==> src/serial_port_defs.svh <==
`ifndef SERIAL_PORT_DEFS_SVH
`define SERIAL_PORT_DEFS_SVH

// register addresses on the special-function port
`define ADDR_POWER_CONTROL  8'h87
`define ADDR_SERIAL_CONTROL 8'h98
`define ADDR_SERIAL_DATA    8'h99
// field positions
`define POWER_CONTROL_DOUBLER_BIT 7
// reset values
`define SERIAL_CONTROL_RESET 8'h00
`define POWER_CONTROL_RESET 8'h00
// timing counts; the divisors in oscillator cycles, OVERSAMPLE and SAMPLE_POINT in 16x ticks
`define MODE0_DIV     12
`define MODE2_DIV     4
`define OVERSAMPLE    16
`define SAMPLE_POINT  7
`endif

==> src/serial_pkg.sv <==
package serial_pkg;
   // frame mode from the two mode bits
   typedef enum logic [1:0] {
      MODE_SHIFT = 2'b00,
      MODE_UART8 = 2'b01,
      MODE_UART9 = 2'b10,
      MODE_UART9V = 2'b11
   } mode_t;
   // shared frame state, gray along idle-start-data-stop
   typedef enum logic [1:0] {
      ST_IDLE  = 2'b00,
      ST_START = 2'b01,
      ST_DATA  = 2'b11,
      ST_STOP  = 2'b10
   } ser_state_t;
   // serial control register layout
   typedef struct packed {
      logic frame_mode_hi;
      logic frame_mode_lo;
      logic multiproc_filter;
      logic rx_enable;
      logic tx_ninth_bit;
      logic rx_ninth_bit;
      logic transmit_done_flag;
      logic receive_done_flag;
   } serial_control_t;
endpackage

==> src/serial_port_baud_and_flags.sv <==
`include "serial_port_defs.svh"
module serial_port_baud_and_flags
   import serial_pkg::*;
#(
   parameter int SYNC_STAGES = 2
) (
   // clock and reset
   input  wire logic       clock,
   input  wire logic       resetn,
   // special-function register port
   input  wire logic [7:0] sfr_addr,
   input  wire logic       sfr_wr,
   input  wire logic       sfr_rd,
   input  wire logic [7:0] sfr_wdata,
   output logic      [7:0] sfr_rdata,
   // rate source configuration
   input  wire logic [7:0] timer1_reload_high,
   input  wire logic [7:0] timer2_reload_high,
   input  wire logic [7:0] timer2_reload_low,
   input  wire logic       use_timer2,
   input  wire logic       timer2_external,
   input  wire logic       timer2_ext_clock_pin,
   // serial pins
   input  wire logic       rxd_in,
   output logic            rxd_out,
   output logic            rxd_oe_n,
   output logic            txd
);
   // elaboration check: the synchronisers below are written for two stages
   if (SYNC_STAGES != 2) begin
      $error("only two sync stages supported");
   end

   // reset release through two flops
   logic [1:0] rst_q;
   logic       rst_n;
   always_ff @(posedge clock or negedge resetn) begin
      if (!resetn) rst_q <= 2'b00;
      else rst_q <= {rst_q[0], 1'b1};
   end
   assign rst_n = rst_q[1];

   // pin synchronisers; the second stage gives the level, the third marks edges
   logic rxd_m, rxd_s, rxd_p, t2p_m, t2p_s, t2p_p;
   always_ff @(posedge clock or negedge rst_n) begin
      if (!rst_n) begin
         {rxd_m, rxd_s, rxd_p} <= 3'b111;
         {t2p_m, t2p_s, t2p_p} <= 3'b111;
      end else begin
         {rxd_m, rxd_s, rxd_p} <= {rxd_in, rxd_m, rxd_s};
         {t2p_m, t2p_s, t2p_p} <= {timer2_ext_clock_pin, t2p_m, t2p_s};
      end
   end

   serial_control_t      serial_control;
   logic [7:0] power_control;
   mode_t      mode;
   logic       baud_doubler_bit;
   assign mode = mode_t'({serial_control.frame_mode_hi, serial_control.frame_mode_lo});
   assign baud_doubler_bit = power_control[`POWER_CONTROL_DOUBLER_BIT];

   // baud generation state
   logic [3:0]  pre12, next_pre12;
   logic [7:0]  t1_cnt, next_t1_cnt;
   logic        t1_half, next_t1_half;
   logic [15:0] t2_cnt, next_t2_cnt;
   logic        t2_pre, next_t2_pre;
   logic [1:0]  m2_cnt, next_m2_cnt;
   logic        shift_tick, t1_ovf, t1_tick, t2_adv, t2_ovf;
   logic        var_tick, m2_tick, tick16, var_mode;

   // tick decode; the 16x tick paces modes 1 to 3
   always_comb begin
      var_mode = mode == MODE_UART8 || mode == MODE_UART9V;
      shift_tick = pre12 == 4'(`MODE0_DIV - 1);
      t1_ovf = shift_tick && t1_cnt == 8'hFF;
      t1_tick = t1_ovf && (baud_doubler_bit || t1_half);
      t2_adv = timer2_external ? (!t2p_s && t2p_p) : t2_pre;
      t2_ovf = t2_adv && t2_cnt == 16'hFFFF;
      var_tick = use_timer2 ? t2_ovf : t1_tick;
      m2_tick = baud_doubler_bit ? m2_cnt[0] : m2_cnt == 2'(`MODE2_DIV - 1);
      tick16 = mode == MODE_UART9 ? m2_tick : var_tick;
   end

   // counter next values; timer 1 ticks at osc/12, timer 2 at osc/2 or on falling edges of its external pin
   always_comb begin
      next_pre12 = shift_tick ? 4'h0 : pre12 + 4'h1;
      next_t1_cnt = t1_cnt;
      next_t1_half = t1_half;
      // a timer not pacing the port waits at its reload value, so the
      // first bit after a mode change is not stretched by a stale count
      if (!var_mode || use_timer2) begin
         next_t1_cnt = timer1_reload_high;
         next_t1_half = 1'b0;
      end else if (t1_ovf) begin
         next_t1_cnt = timer1_reload_high;
         next_t1_half = !t1_half;
      end else if (shift_tick) begin
         next_t1_cnt = t1_cnt + 8'h01;
      end
      next_t2_pre = !t2_pre;
      next_t2_cnt = t2_cnt;
      if (!var_mode || !use_timer2 || t2_ovf)
         next_t2_cnt = {timer2_reload_high, timer2_reload_low};
      else if (t2_adv) next_t2_cnt = t2_cnt + 16'h0001;
      next_m2_cnt = m2_cnt + 2'b01;
   end

   always_ff @(posedge clock or negedge rst_n) begin
      if (!rst_n) begin
         pre12 <= 4'h0;
         t1_cnt <= 8'h00;
         t1_half <= 1'b0;
         t2_cnt <= 16'h0000;
         t2_pre <= 1'b0;
         m2_cnt <= 2'b00;
      end else begin
         pre12 <= next_pre12;
         t1_cnt <= next_t1_cnt;
         t1_half <= next_t1_half;
         t2_cnt <= next_t2_cnt;
         t2_pre <= next_t2_pre;
         m2_cnt <= next_m2_cnt;
      end
   end

   // transmitter state
   ser_state_t tx_state, next_tx_state;
   logic [9:0] tx_shift, next_tx_shift;
   logic [3:0] tx_bits, next_tx_bits, tx_sub, next_tx_sub;
   logic       tx_start, ti_set, tx_last;
   assign tx_start = sfr_wr && sfr_addr == `ADDR_SERIAL_DATA;
   assign tx_last = tx_bits == (mode == MODE_UART8 ? 4'd7 : 4'd8);

   // a write while busy is ignored so a frame is never torn
   always_comb begin
      next_tx_state = tx_state;
      next_tx_shift = tx_shift;
      next_tx_bits = tx_bits;
      next_tx_sub = tx_sub;
      ti_set = 1'b0;
      unique case (tx_state)
         ST_IDLE: if (tx_start) begin
            next_tx_state = ST_START;
            next_tx_sub = 4'h0;
            next_tx_bits = 4'h0;
            if (mode == MODE_UART8) next_tx_shift = {2'b11, sfr_wdata};
            else next_tx_shift = {1'b1, serial_control.tx_ninth_bit, sfr_wdata};
         end
         ST_START: if (mode == MODE_SHIFT ? shift_tick : tick16) begin
            next_tx_sub = tx_sub + 4'h1;
            if (mode == MODE_SHIFT || tx_sub == 4'hF) next_tx_state = ST_DATA;
         end
         ST_DATA: if (mode == MODE_SHIFT) begin
            if (shift_tick) begin
               next_tx_shift = {1'b1, tx_shift[9:1]};
               next_tx_bits = tx_bits + 4'h1;
               if (tx_bits == 4'd7) begin
                  next_tx_state = ST_IDLE;
                  ti_set = 1'b1;
               end
            end
         end else if (tick16) begin
            next_tx_sub = tx_sub + 4'h1;
            if (tx_sub == 4'hF) begin
               next_tx_shift = {1'b1, tx_shift[9:1]};
               next_tx_bits = tx_bits + 4'h1;
               if (tx_last) begin
                  next_tx_state = ST_STOP;
                  ti_set = 1'b1;
               end
            end
         end
         ST_STOP: if (tick16) begin
            next_tx_sub = tx_sub + 4'h1;
            if (tx_sub == 4'hF) next_tx_state = ST_IDLE;
         end
      endcase
   end

   always_ff @(posedge clock or negedge rst_n) begin
      if (!rst_n) begin
         tx_state <= ST_IDLE;
         tx_shift <= 10'h3FF;
         tx_bits <= 4'h0;
         tx_sub <= 4'h0;
      end else begin
         tx_state <= next_tx_state;
         tx_shift <= next_tx_shift;
         tx_bits <= next_tx_bits;
         tx_sub <= next_tx_sub;
      end
   end

   // receiver state
   ser_state_t rx_state, next_rx_state;
   logic [8:0] rx_shift, next_rx_shift;
   logic [7:0] rx_buf, next_rx_buf;
   logic [3:0] rx_bits, next_rx_bits, rx_sub, next_rx_sub;
   logic       ri_set, rx9_set, rx9_val, rx_mid, rx_ninth;
   assign rx_mid = tick16 && rx_sub == 4'(`SAMPLE_POINT);
   assign rx_ninth = mode == MODE_UART8 ? rxd_s : rx_shift[8];

   always_comb begin
      next_rx_state = rx_state;
      next_rx_shift = rx_shift;
      next_rx_buf = rx_buf;
      next_rx_bits = rx_bits;
      next_rx_sub = tick16 ? rx_sub + 4'h1 : rx_sub;
      ri_set = 1'b0;
      rx9_set = 1'b0;
      rx9_val = 1'b0;
      unique case (rx_state)
         ST_IDLE: begin
            next_rx_sub = 4'h0;
            next_rx_bits = 4'h0;
            if (serial_control.rx_enable) begin
               if (mode == MODE_SHIFT) begin
                  if (!serial_control.receive_done_flag && tx_state == ST_IDLE)
                     next_rx_state = ST_DATA;
               end else if (!rxd_s && rxd_p) begin
                  next_rx_state = ST_START;
               end
            end
         end
         ST_START: if (rx_mid) begin
            next_rx_state = rxd_s ? ST_IDLE : ST_DATA; // false start
         end
         ST_DATA: if (mode == MODE_SHIFT) begin
            if (shift_tick) begin
               next_rx_shift = {rxd_s, rx_shift[8:1]};
               next_rx_bits = rx_bits + 4'h1;
               if (rx_bits == 4'd7) begin
                  next_rx_state = ST_IDLE;
                  next_rx_buf = next_rx_shift[8:1];
                  ri_set = 1'b1;
               end
            end
         end else if (rx_mid) begin
            next_rx_shift = {rxd_s, rx_shift[8:1]};
            next_rx_bits = rx_bits + 4'h1;
            if (rx_bits == (mode == MODE_UART8 ? 4'd7 : 4'd8))
               next_rx_state = ST_STOP;
         end
         ST_STOP: if (rx_mid) begin
            next_rx_state = ST_IDLE;
            // filter: ninth bit in modes 2/3, stop bit in mode 1
            if (!serial_control.receive_done_flag &&
                (!serial_control.multiproc_filter || rx_ninth)) begin
               ri_set = 1'b1;
               rx9_set = 1'b1;
               rx9_val = rx_ninth;
               next_rx_buf = mode == MODE_UART8 ? rx_shift[8:1]
                                                : rx_shift[7:0];
            end
         end
      endcase
      if (!serial_control.rx_enable) next_rx_state = ST_IDLE;
   end

   always_ff @(posedge clock or negedge rst_n) begin
      if (!rst_n) begin
         rx_state <= ST_IDLE;
         rx_shift <= 9'h000;
         rx_buf <= 8'h00;
         rx_bits <= 4'h0;
         rx_sub <= 4'h0;
      end else begin
         rx_state <= next_rx_state;
         rx_shift <= next_rx_shift;
         rx_buf <= next_rx_buf;
         rx_bits <= next_rx_bits;
         rx_sub <= next_rx_sub;
      end
   end

   // registers; a hardware set beats a software clear in the same cycle
   serial_control_t      next_serial_control;
   logic [7:0] next_power_control, next_rdata;
   logic       next_txd, next_rxd_out, next_rxd_oe_n, busy0;
   always_comb begin
      next_serial_control = serial_control;
      next_power_control = power_control;
      if (sfr_wr && sfr_addr == `ADDR_SERIAL_CONTROL)
         next_serial_control = serial_control_t'(sfr_wdata);
      if (sfr_wr && sfr_addr == `ADDR_POWER_CONTROL)
         next_power_control = sfr_wdata;
      next_serial_control.transmit_done_flag = next_serial_control.transmit_done_flag | ti_set;
      next_serial_control.receive_done_flag = next_serial_control.receive_done_flag | ri_set;
      if (rx9_set) next_serial_control.rx_ninth_bit = rx9_val;
      next_rdata = sfr_rdata;
      if (sfr_rd) begin
         unique case (sfr_addr)
            `ADDR_SERIAL_CONTROL: next_rdata = serial_control;
            `ADDR_POWER_CONTROL: next_rdata = power_control;
            `ADDR_SERIAL_DATA: next_rdata = rx_buf;
            default: next_rdata = 8'h00;
         endcase
      end
      // pins: mode 0 drives transmit data on rxd and a clock on txd
      busy0 = mode == MODE_SHIFT &&
              (tx_state == ST_DATA || rx_state == ST_DATA);
      next_rxd_oe_n = !(mode == MODE_SHIFT && tx_state == ST_DATA);
      next_rxd_out = next_rxd_oe_n ? 1'b1 : tx_shift[0];
      if (busy0) next_txd = pre12 >= 4'(`MODE0_DIV / 2);
      else if (mode == MODE_SHIFT) next_txd = 1'b1;
      else if (tx_state == ST_START) next_txd = 1'b0;
      else if (tx_state == ST_DATA) next_txd = tx_shift[0];
      else next_txd = 1'b1;
   end

   always_ff @(posedge clock or negedge rst_n) begin
      if (!rst_n) begin
         serial_control <= serial_control_t'(`SERIAL_CONTROL_RESET);
         power_control <= `POWER_CONTROL_RESET;
         sfr_rdata <= 8'h00;
         txd <= 1'b1;
         rxd_out <= 1'b1;
         rxd_oe_n <= 1'b1;
      end else begin
         serial_control <= next_serial_control;
         power_control <= next_power_control;
         sfr_rdata <= next_rdata;
         txd <= next_txd;
         rxd_out <= next_rxd_out;
         rxd_oe_n <= next_rxd_oe_n;
      end
   end

   // gap counter for the mode 0 rate check; a long repetition would not unroll
   logic [3:0] tick_gap, next_tick_gap;
   always_comb next_tick_gap = shift_tick ? 4'h0 : tick_gap + 4'h1;
   always_ff @(posedge clock or negedge rst_n) begin
      if (!rst_n) tick_gap <= 4'h0;
      else tick_gap <= next_tick_gap;
   end

   // checks
   tx_flag_set_a: assert property (@(posedge clock) disable iff (!rst_n)
      ti_set |=> serial_control.transmit_done_flag)
      else $error("transmit-done not set");
   rx_flag_set_a: assert property (@(posedge clock) disable iff (!rst_n)
      ri_set |=> serial_control.receive_done_flag && rx_state == ST_IDLE)
      else $error("receive-done not set");
   shift_rate_a: assert property (@(posedge clock) disable iff (!rst_n)
      shift_tick |-> tick_gap == 4'(`MODE0_DIV - 1))
      else $error("mode 0 rate not osc/12");
   mode2_slow_a: assert property (@(posedge clock) disable iff (!rst_n)
      (mode == MODE_UART9 && !baud_doubler_bit && tick16) |=>
      (!tick16 || mode != MODE_UART9) [*3] ##1
      (tick16 || mode != MODE_UART9))
      else $error("mode 2 rate not osc/64");
   t1_reload_a: assert property (@(posedge clock) disable iff (!rst_n)
      t1_ovf |=> t1_cnt == $past(timer1_reload_high))
      else $error("timer 1 did not reload");
   t1_double_a: assert property (@(posedge clock) disable iff (!rst_n)
      (t1_ovf && !use_timer2 && mode != MODE_UART9) |->
      (var_tick == (baud_doubler_bit || t1_half)))
      else $error("doubler misapplied");
   t2_reload_a: assert property (@(posedge clock) disable iff (!rst_n)
      t2_ovf |=> t2_cnt == {$past(timer2_reload_high), $past(timer2_reload_low)})
      else $error("timer 2 did not reload");
   rx_enable_a: assert property (@(posedge clock) disable iff (!rst_n)
      !serial_control.rx_enable |=> rx_state == ST_IDLE)
      else $error("receiving while disabled");
   mp_filter_a: assert property (@(posedge clock) disable iff (!rst_n)
      (rx_state == ST_STOP && rx_mid && mode[1] && serial_control.multiproc_filter
       && !rx_shift[8]) |-> !ri_set)
      else $error("filter passed ninth bit 0");
   tx_ninth_a: assert property (@(posedge clock) disable iff (!rst_n)
      (tx_state == ST_IDLE && tx_start && mode[1]) |=>
      tx_shift[8] == $past(serial_control.tx_ninth_bit))
      else $error("ninth bit not loaded");
endmodule

==> config.mk <==
export PLATFORM = sky130hd
export DESIGN_NAME = serial_port_baud_and_flags
export DESIGN_NICKNAME = d
export VERILOG_FILES = /design/src/serial_pkg.sv /design/src/serial_port_baud_and_flags.sv
export VERILOG_INCLUDE_DIRS = /design/src /design/src/src
export SDC_FILE = /design/constraint.sdc
export NUM_CORES = 1
export LEC_CHECK = 0
export BUFFER_PORTS_ARGS = -buffer_cell sky130_fd_sc_hd__buf_2
export CORE_MARGIN = 4
export CORE_UTILIZATION = 64
export DETAILED_ROUTE_END_ITERATION = 16
export PLACE_DENSITY_LB_ADDON = 0.05
export SYNTH_ARGS = -nofsm -noshare
export SYNTH_HDL_FRONTEND = slang
export SYNTH_SLANG_ARGS = --single-unit
==> constraint.sdc <==
create_clock -name clock -period 7.9 [get_ports clock]
set_input_delay 1.58 -clock clock [delete_from_list [all_inputs] [get_ports clock]]
set_output_delay 1.58 -clock clock [all_outputs]
set_load 0.02 [all_outputs]
After elaboration in Yosys (flattened, before gate mapping):

Index checks and enable logic that the tools add are counted.

* bitwise operators: 2
* add/sub/neg operators: 8
* equal/unequal tests: 49
* order comparisons: 1
* reductions and logical operators: 49
* mux-type cells: 98

Operators by type and width (number)
* 8-bit two-way mux: 9
* 4-bit two-way mux: 15
* 10-bit two-way mux: 5
* 2-bit two-way mux: 23
* 9-bit two-way mux: 4
* 8-bit == test, second input constant: 4
* 16-bit two-way mux: 2
* 1-bit two-way mux: 30
* 3-bit != test, second input constant: 9
* 2-bit != test, second input constant: 12
* 4-bit != test, second input constant: 6
* 8-bit case mux with 3 select lines: 1
* 4-bit by 1-bit adder with 4-bit output, second input constant: 5
* 10-bit case mux with 2 select lines: 1
* 16-bit by 1-bit adder with 16-bit output, second input constant: 1
* 16-bit == test, second input constant: 1
* 2-bit case mux with 4 select lines: 2
* 4-bit case mux with 2 select lines: 2
* 4-bit case mux with 4 select lines: 1
* 8-bit case mux with 2 select lines: 1
* 2-bit nonzero test: 8
* 2-bit == test, second input constant: 7
* 1-bit logical AND: 13
* 4-bit by 3-bit == test with 1-bit output, second input constant: 3
* 18 further kinds: 42

* input bits: 48
* flip-flop bits (word level): 114
* output and inout bits: 11
* word-level logic and storage cells: 242

Longest topological paths before layout:

Gate-level depths: netlist of the first run.

* depth after elaboration: 11
* mapped depth: 9
* depth with buffers taken out: 7

Worst setup path after synthesis of the first run:

Ideal clock, no wire load.

* path type: input -> register
* start point: input port sfr_addr[1]
* end point: register tx_sub[2]
* buffers on the path: 1
* setup time: 0.066 ns
* path slack: 4.603 ns
* stages on the path: 7
* arrival: 3.231 ns
* data required time: 7.834 ns
* cell sequence: nor4bb_1 > and3_1 > clkbuf_1 > a21o_1 > o311ai_2 > or4b_1 > nand2_1

* word-level cells in the longest chain between the ends: 4

Ends and longest elaborated chain
* start: declaration: line serial_port_baud_and_flags.sv:11 `input wire logic [7:0] sfr_addr,`
* 8-bit == test
* 1-bit logical AND (no line)
* 2-bit != test (no line)
* 3-bit AND reduction (no line)
* end signal: assignment: line serial_port_baud_and_flags.sv:191 `tx_sub <= next_tx_sub;`
* end: declaration: line serial_port_baud_and_flags.sv:130 `logic [3:0] tx_bits, next_tx_bits, tx_sub, next_tx_sub;`

Every way passes these cells.
A chain may end at the register's enable or synchronous reset.

Final worst setup path of the first run:

* start point: input port sfr_addr[1]
* end point: register tx_bits[3]

* word-level cells in the longest chain between the ends: 4

Ends and longest elaborated chain
* 8-bit == test
* 1-bit logical AND (no line)
* 2-bit != test (no line)
* 5-bit AND reduction (no line)
* end signal: assignment: line serial_port_baud_and_flags.sv:190 `tx_bits <= next_tx_bits;`
* end: declaration: line serial_port_baud_and_flags.sv:130

Every way passes these cells.

==> results.ini, run 1 <==
[floorplan]
fp-row-count = 34
ios = 59
coreArea_um2 = 8760
dieArea_um2 = 10700
die_w_um = 103
fp.dieH_um = 103
initial_utilization = 0.664

[global_routing]
grtUsageTotal = 0.250
grt_first_pass_wirelength_mm = 20.9
grt_start_max_net_pins = 63
grt-ovfl-total = 0
grt_antenna_before_repair = 0
first_global_vias = 4436

[logic_synthesis]
synthesis.area_um2 = 5820
ys_seq_elements = 113
syn-mean-instance-area_um2 = 10.1
synthTopCellsByArea = dfrtp_1 (41%), dfstp_2 (8.1%), mux2_2 (6.0%)
yosysUniqueCellTypes = 78
ys_warn_count = 0
synth_edf_count = 0
synthArstFlopShare = 1.00
synth_top_area_cell = dfrtp_1
synthTopCellsByCount = dfrtp_1 (95), nor2_1 (59), nand2_1 (56)
ys.flop_type = dfrtp_1
synth.most_common_cell = dfrtp_1
synthCells = 574
postSynthNetCount = 631
synth_top_area_frac = 0.409
yosysSeqAreaShare = 0.490

[cts]
cts_max_path_buffers = 2
clk_pin_slew_ns = 0.06
htree_levels = 4
clk_latency_ns = 0.51
cts.sinks = 113
post_cts_buffers = 0
cts_inserted_buffers = 17
cts_resized = 0
hold_buffers = 0
cts_tree = done
root_buffer = clkbuf_8

[sta]
worst_pin_slew_ns = 0.806
post-route-period-util = 0.425
tns_ns = 0
holdWs_ns = 0.356
hold_viol = 0
rsz0062_at_grt = no
setup-violations-final = 0
period_needed_ns = 3.36
fin_skew_ns = 0.0117
final.setup.worst_slack_ns = 4.54
timing.max_slew.rel_slack = 0.461
slew_viol_final = 0
timing.fmax_mhz = 298

[worst_setup_path]
crit_buf_inv = 1
reg2reg_to = tx_bits[3]
r2r_start = pre12[1]
cp_data_required_time_ns = 8.28
path_delay_family = compound AO/OA/AOI/OAI gates
crit_fanout = 25
slowest_stage = o311a_1
startpoint_type = input port
rr_worst_depth = 7
path_cells = buf_2 > nor4bb_1 > and3_1 > a21o_1 > o311a_1 > nor2b_1 > o21ai_0
slowest_delay_ns = 0.70
crit_arrival_ns = 3.75
path_class = input port to register
reg2reg_slack_ns = 5.09
endpoint_kind = register

[final_layout]
stdcell_area_um2 = 6710
finish.net_count = 683
n_fill_cell = 626
diodes = 0
final_core_util = 0.766
syn_to_final_growth_pct = 15.3
drive_gt1_frac = 0.260

[pwr]
power.switching_w = 0.000457
share_comb_of_total_power = 0.132
power_density_nw_per_um2 = 244
p_int_w = 0.00118
p_sw_frac = 0.280
leakagePower_nw = 3.01
power_frac_seq = 0.437
clkPwrFrac = 0.431
vdd_drop_max_v = 0.000153

[place]
gp_congestion = 0.863
dp_hpwl_mm = 8.71
placed_area_um2 = 6150
pre_cts_slack_ns = 4.04
io_buffer_count = 58

[status]
status = completed

[worst_hold_path]
hold_class = register to async pin

[flow_run]
maxCapViolCount = 0

[drt]
drtPass1Iterations = 5
drc = 0
vias = 4530
wl_mm = 12.4
ant_nets = 0
drtIter0Drc = 371
viasPerCell = 6.06
wl_per_cell_um = 16.6

-- worst reg2reg max path, stage by stage, from the launching register on --
cell     delay (ns)
dfrtp_1        0.39
ha_1           0.23
and3b_1        0.41
nand4_1        0.30
o22ai_2        0.33
o311a_1        0.75
nor2b_1        0.20
o21ai_0        0.08
-- stage by stage --
stage	std cells	total power, W
after floorplan	574	0.000875
after global placement	715	0.000922
after detailed placement	715	0.000936
after CTS	747	0.00165
after global routing	747	0.00172
final	747	0.00163
-- power by group through the flow --
stage,registers [W],clock network [W],logic [W]
final,0.000714,0.000705,0.000216
after detailed placement,0.000722,0,0.000214
after CTS,0.000714,0.000716,0.000217
after global routing,0.000724,0.000747,0.000245
after global placement,0.000719,0,0.000203
after floorplan,0.000714,0,0.000161
-- per-layer routing --
metal,up-vias,track usage,routed length (um)
met4,0,0.0966,261
met3,24,0.0543,541
met2,130,0.404,6280
li1,2175,-,-
met1,2201,0.332,5340
met5,-,0,0
-- cell type report --
type                       instances  area [um2]  share of cell area
sequential                       113        2850               0.425
multi-input combinational        422        2810               0.419
clock buffer                      18         428              0.0638
timing repair buffer              60         305              0.0455
tap                              108         135              0.0201
clock inverter                    14         129              0.0192
inverter                          12        45.0             0.00671
-- worst max path at each step --
| stage | cells after the start | startpoint | endpoint | slack [ns] |
|---|---|---|---|---|
| 2_1_floorplan | 0 | rst_q[1] | m2_cnt[0] | 4.55 |
| 3_3_place_gp | 7 | sfr_addr[1] | tx_bits[3] | 4.13 |
| 3_5_place_dp | 7 | sfr_addr[1] | tx_bits[3] | 4.04 |
| 4_1_cts | 7 | sfr_addr[1] | tx_bits[3] | 4.57 |
| 5_1_grt | 7 | sfr_addr[1] | tx_bits[1] | 4.30 |
| 6_report | 7 | sfr_addr[1] | tx_bits[3] | 4.54 |
-- cells in the final DEF, fill, tap and decap left out, drive strengths merged, types with 7 or more instances in the layout --
cell type  instances
mux2              33
nor2              60
dfstp             18
nand3             21
nand2             57
a22oi              8
and3               7
o211ai             7
nor3               7
dfrtp             95
a21oi             40
ha                 9
buf               60
o21ai             34
a31oi             11
mux2i             22
inv               16
xor2               9
xnor2             12
clkbuf            18
-- kinds of logic after synthesis --
group	Yosys count	share of synthesized area
AOI/OAI and AO/OA	135	0.151
xor gates and xnor gates	21	0.0316
adders and majority gates	9	0.0194
buffers and inverters	39	0.0279
DFF	113	0.490
muxes	55	0.103
other	1	0.000644
and+or+nand+nor	201	0.177
-- registers in the layout, indices dropped and copies added (netlist names), 2 cells and up --
signal          cells
rx_shift            9
rst_q               2
power_control       8
tx_bits             4
tx_state            2
serial_control      6
rx_buf              8
rx_sub              4
tx_shift            9
t1_cnt              8
sfr_rdata           8
t2_cnt             16
rx_bits             4
rx_state            2
pre12               4
m2_cnt              2
tx_sub              4
mode                2
No activity file was read; power rests on OpenSTA's default activity.
==> run 2, diff against run 1 <==
- CORE_UTILIZATION: 64 -> 53
- clock period: 7.9 -> 2.8 ns (I/O delays scaled with it)
==> results.ini, run 2 (synthesized netlist as in run 1, its figures left out) <==
[status]
status = completed  ; unchanged

[pwr]
leakagePower_nw = 3.13  ; was 3.01 nW
p_sw_frac = 0.249  ; was 0.280
power_density_nw_per_um2 = 711  ; was 244 nW/um2
power.switching_w = 0.00123  ; was 0.000457 W
clkPwrFrac = 0.468  ; was 0.431
power_frac_seq = 0.405  ; was 0.437
share_comb_of_total_power = 0.126  ; was 0.132
p_int_w = 0.00371  ; was 0.00118 W
vdd_drop_max_v = 0.000564  ; was 0.000153 V
power_w = 0.00494  ; was 0.00163 W

[sta]
timing.max_slew.rel_slack = 0.599  ; was 0.461
hold_viol = 0  ; unchanged
worst_pin_slew_ns = 0.601  ; was 0.806 ns
slew_viol_final = 0  ; unchanged
timing.fmax_mhz = 410
post-route-period-util = 0.871
rsz0062_at_grt = no  ; unchanged
fin_skew_ns = 0.00794  ; was 0.0117 ns
setup-violations-final = 0  ; unchanged
tns_ns = 0  ; unchanged
period_needed_ns = 2.44

[floorplan]
fp-row-count = 37  ; was 34
die_w_um = 113  ; was 103 um
fp.dieH_um = 113  ; was 103 um
ios = 59  ; unchanged
dieArea_um2 = 12700  ; was 10700 um2
coreArea_um2 = 10500  ; was 8760 um2
initial_utilization = 0.554  ; was 0.664

[cts]
htree_levels = 4  ; unchanged
cts_inserted_buffers = 17  ; unchanged
post_cts_buffers = 0  ; unchanged
clk_latency_ns = 0.52  ; was 0.51 ns
cts_max_path_buffers = 2  ; unchanged
clk_pin_slew_ns = 0.06  ; about the same
cts.sinks = 113  ; unchanged
root_buffer = clkbuf_8  ; unchanged
hold_buffers = 1  ; was 0
cts_resized = 0  ; unchanged
cts_tree = done  ; unchanged

[place]
dp_hpwl_mm = 8.86  ; was 8.71 mm
io_buffer_count = 58  ; unchanged
gp_congestion = 0.843  ; was 0.863

[drt]
ant_nets = 0  ; unchanged
drtIter0Drc = 328  ; was 371
drc = 0  ; unchanged
top_layer_used = met4  ; unchanged
wl_met2_mm = 5.93  ; was 6.28 mm
wl_per_cell_um = 15.8  ; was 16.6 um
wl_met1_mm = 5.73  ; was 5.34 mm
drtPass1Iterations = 4  ; was 5
vias = 4529  ; was 4530
wl_mm = 12.5  ; was 12.4 mm
viasPerCell = 5.74  ; was 6.06
route.met3.wl_um = 530  ; was 541 um

[worst_hold_path]
hold_class = input port to register  ; was register to async pin
whs_endpoint = t2p_m
min_from = timer2_ext_clock_pin
hold_depth = 1

[worst_setup_path]
rr_worst_depth = 7  ; unchanged
startpoint_type = register  ; was input port
reg2reg_slack_ns = 0.36  ; was 5.09 ns
path_class = register to register  ; was input port to register
r2r_start = mode[1]  ; was pre12[1]
cp_data_required_time_ns = 3.24  ; was 8.28 ns
crit_fanout = 12  ; was 25
reg2reg_to = tx_bits[0]  ; was tx_bits[3]
crit_arrival_ns = 2.88  ; was 3.75 ns
endpoint_kind = register  ; unchanged
critPathLaunch = mode[1]  ; was sfr_addr[1]

[final_layout]
diodes = 0  ; unchanged
syn_to_final_growth_pct = 19.5  ; was 15.3%
final_common_cell = dfrtp_1  ; unchanged
drive_gt1_frac = 0.274  ; was 0.260
largestRegisters = t2_cnt: 16 flops, rx_shift: 9 flops, tx_shift: 9 flops  ; unchanged
largest_register_ff_count = 16  ; unchanged
most-common-layout-cells = dfrtp_1 (94), nor2_1 (59), buf_2 (58)  ; unchanged
regMostFlops = t2_cnt  ; unchanged
finish.net_count = 697  ; was 683

[global_routing]
grt_first_pass_wirelength_mm = 21.2  ; was 20.9 mm
grtUsageTotal = 0.208  ; was 0.250
grt_start_max_net_pins = 87  ; was 63
grt_antenna_before_repair = 0  ; unchanged
first_global_vias = 4428  ; was 4436
grt-ovfl-total = 0  ; unchanged

[flow_run]
maxCapViolCount = 0  ; unchanged

## run 2: worst max-delay path, stage by stage (launching register included)
cell	delay, ns
dfrtp_1	0.49
nor2b_4	0.18
or4_4	0.57
nor3_4	0.27
o311a_1	0.39
buf_4	0.24
nand2_1	0.07
mux2i_1	0.15
## run 2: per-stage QoR
step | instance area [um2] | cells | hold WS [ns] | utilization | setup WS, ns
final | 6950 | 789 | 0.133 | 0.662 | 0.361
after detailed placement | 6300 | 756 | 0.243 | 0.599 | 0.317
after global routing | 6950 | 789 | 0.101 | 0.662 | 0.163
after global placement | 6300 | 756 | 0.242 | 0.599 | 0.373
after CTS | 6950 | 789 | 0.104 | 0.662 | 0.348
after floorplan | 5820 | 574 | 0.264 | - | 0.523
## run 2: worst max path at each step
stage	endpoint	slack (ns)	cells past startpoint
global route	rx_shift[6]	0.16	7
detailed placement	rx_shift[3]	0.32	6
CTS	rx_shift[3]	0.35	7
global placement	rx_shift[0]	0.37	6
finish	tx_bits[0]	0.36	7
floorplan	tx_sub[2]	0.52	7
## run 2: power groups by stage
stage          logic [W]  registers, W  clock network, W
4_1_cts         0.000630       0.00200           0.00236
6_report        0.000624       0.00200           0.00232
5_1_grt         0.000709       0.00203           0.00244
3_5_place_dp    0.000627       0.00203                 0
2_1_floorplan   0.000455       0.00201                 0
3_3_place_gp    0.000601       0.00202                 0
## run 2: area by class of cell
type | instances | area (um2)
fillers | 841 | 3550
flip-flops and latches | 113 | 2850
multi-input cells | 422 | 2810
clock buffers | 23 | 497
repair buffers | 74 | 425
well taps | 136 | 170
clock inverters | 9 | 150
inverters | 12 | 45.0
## run 2: metal layers
layer	vias up	track usage
li1	2199	-
met1	2209	0.278
met2	95	0.314
met3	26	0.0572
met4	0	0.102
met5	-	0
==> run 3, diff against run 2 <==
- CORE_UTILIZATION: 53 -> 59
- clock period: 2.8 -> 2.6 ns (I/O delays scaled with it)
==> results.ini, run 3 (synthesized netlist as in run 1, its figures left out) <==
[cts]
cts_max_path_buffers = 2  ; unchanged
cts.sinks = 113  ; unchanged
cts_inserted_buffers = 17  ; unchanged
clk_latency_ns = 0.53  ; was 0.52 ns
post_cts_buffers = 0  ; unchanged
cts_tree = done  ; unchanged
htree_levels = 4  ; unchanged
clk_pin_slew_ns = 0.06  ; about the same
root_buffer = clkbuf_8  ; unchanged

[worst_setup_path]
cp_data_required_time_ns = 3.00  ; was 3.24 ns
path_class = register to register  ; unchanged
reg2reg_slack_ns = 0.20  ; was 0.36 ns
reg2reg_to = rx_shift[2]  ; was tx_bits[0]
endpoint_kind = register  ; unchanged
r2r_start = t1_cnt[1]  ; was mode[1]
rr_worst_depth = 7  ; unchanged
startpoint_type = register  ; unchanged
crit_arrival_ns = 2.80  ; was 2.88 ns
crit_fanout = 9  ; was 12

[flow_run]
maxCapViolCount = 0  ; unchanged

[worst_hold_path]
whs_endpoint = rxd_m  ; was t2p_m
min_from = rxd_in  ; was timer2_ext_clock_pin
hold_depth = 1  ; unchanged
hold_class = input port to register  ; unchanged

[place]
pre_cts_slack_ns = 0.179  ; was 0.317 ns
gp_congestion = 0.864  ; was 0.843
placed_area_um2 = 6370  ; was 6300 um2
dp_hpwl_mm = 9.30  ; was 8.86 mm
io_buffer_count = 58  ; unchanged

[sta]
setup-violations-final = 0  ; unchanged
fin_skew_ns = 0.0119  ; was 0.00794 ns
hold_viol = 0  ; unchanged
timing.fmax_mhz = 417  ; was 410 MHz
post-route-period-util = 0.923  ; was 0.871
slew_viol_final = 0  ; unchanged
timing.max_slew.rel_slack = 0.598  ; was 0.599
tns_ns = 0  ; unchanged
period_needed_ns = 2.40  ; was 2.44 ns
rsz0062_at_grt = no  ; unchanged
worst_pin_slew_ns = 0.604  ; was 0.601 ns
final.setup.worst_slack_ns = 0.200  ; was 0.361 ns

[final_layout]
largest_register_ff_count = 16  ; unchanged
syn_to_final_growth_pct = 19.4  ; was 19.5%
largestRegisters = t2_cnt: 16 flops, rx_shift: 9 flops, tx_shift: 9 flops  ; unchanged
finish.net_count = 706  ; was 697
diodes = 0  ; unchanged
stdcell_area_um2 = 6950  ; about the same
most-common-layout-cells = dfrtp_1 (94), nor2_1 (59), buf_2 (58)  ; unchanged
regMostFlops = t2_cnt  ; unchanged
final_common_cell = dfrtp_1  ; unchanged
drive_gt1_frac = 0.285  ; was 0.274

[drt]
viasPerCell = 5.92  ; was 5.74
wl_mm = 13.2  ; was 12.5 mm
wl_per_cell_um = 16.7  ; was 15.8 um
drtIter0Drc = 353  ; was 328
ant_nets = 0  ; unchanged
drtPass1Iterations = 5  ; was 4
vias = 4679  ; was 4529
drc = 0  ; unchanged

[pwr]
power.switching_w = 0.00143  ; was 0.00123 W
power_density_nw_per_um2 = 727  ; was 711 nW/um2
vdd_drop_max_v = 0.000497  ; was 0.000564 V
share_comb_of_total_power = 0.140  ; was 0.126
power_w = 0.00505  ; was 0.00494 W
clkPwrFrac = 0.429  ; was 0.468
p_int_w = 0.00362  ; was 0.00371 W
p_sw_frac = 0.283  ; was 0.249
leakagePower_nw = 3.12  ; was 3.13 nW
power_frac_seq = 0.431  ; was 0.405

[floorplan]
fp.dieH_um = 107  ; was 113 um
coreArea_um2 = 9420  ; was 10500 um2
die_w_um = 107  ; was 113 um
fp-row-count = 35  ; was 37
initial_utilization = 0.618  ; was 0.554
ios = 59  ; unchanged
dieArea_um2 = 11500  ; was 12700 um2

[status]
status = completed  ; unchanged

[global_routing]
first_global_vias = 4657  ; was 4428
grtUsageTotal = 0.245  ; was 0.208
grt_antenna_before_repair = 0  ; unchanged
grt_start_max_net_pins = 43  ; was 87
grt_first_pass_wirelength_mm = 22.3  ; was 21.2 mm
grt-ovfl-total = 0  ; unchanged

-- run 3: how the worst max path moves through the flow --
stage,start,to,slack (ns),depth (start not counted)
4_1_cts,mode[1],tx_shift[2],0.17,7
6_report,t1_cnt[1],rx_shift[2],0.20,7
3_5_place_dp,mode[1],tx_shift[1],0.18,7
5_1_grt,t1_cnt[0],rx_shift[2],0.0007,7
2_1_floorplan,sfr_addr[1],tx_sub[2],0.36,7
3_3_place_gp,mode[1],rx_buf[6],0.25,6
-- run 3: final cells by class --
cell class | count | area, um2
multi-input combinational | 422 | 2820
sequential | 113 | 2850
tap | 129 | 161
timing repair buffer | 83 | 505
inverter | 12 | 45.0
clock buffer | 18 | 428
fill | 679 | 2470
clock inverter | 14 | 134
-- run 3: what timing repair did --
| item | CTS | global route |
|---|---|---|
| setup endpoints to repair | 0 | 6 |
| endpoints found under the hold margin | 2 | 0 |
| hold buffers | 1 | 0 |
| resized for setup | 0 | 2 |
-- run 3: layer usage --
metal / routed length [um] / share of wire / up-vias / GRT usage
met5: 0 / 0 / - / 0
met3: 676 / 0.051 / 17 / 0.0606
met4: 182 / 0.014 / 0 / 0.0767
met1: 5850 / 0.44 / 2315 / 0.334
li1: - / - / 2211 / -
met2: 6500 / 0.49 / 136 / 0.387
-- run 3: critical path: stages, from the launching register on --
cell and delay (ns):
dfrtp_1 0.39, ha_1 0.21, and3_1 0.27, nand4_1 0.28, o22ai_4 0.29, o21ai_2 0.19, nor2_4 0.26, mux2_2 0.38
-- run 3: metrics by stage --
stage,instances,utilization,hold WS (ns)
6_report,791,0.738,0.0952
5_1_grt,791,0.738,0.0768
4_1_cts,791,0.737,0.0793
3_5_place_dp,758,0.676,0.307
3_3_place_gp,758,0.676,0.305
2_1_floorplan,574,-,0.224
-- run 3: power groups by stage --
| stage | sequential [W] | combinational [W] | clock, W |
|---|---|---|---|
| 6_report | 0.00218 | 0.000705 | 0.00217 |
| 2_1_floorplan | 0.00217 | 0.000490 | 0 |
| 4_1_cts | 0.00217 | 0.000705 | 0.00219 |
| 3_5_place_dp | 0.00220 | 0.000699 | 0 |
| 5_1_grt | 0.00221 | 0.000790 | 0.00229 |
| 3_3_place_gp | 0.00218 | 0.000669 | 0 |
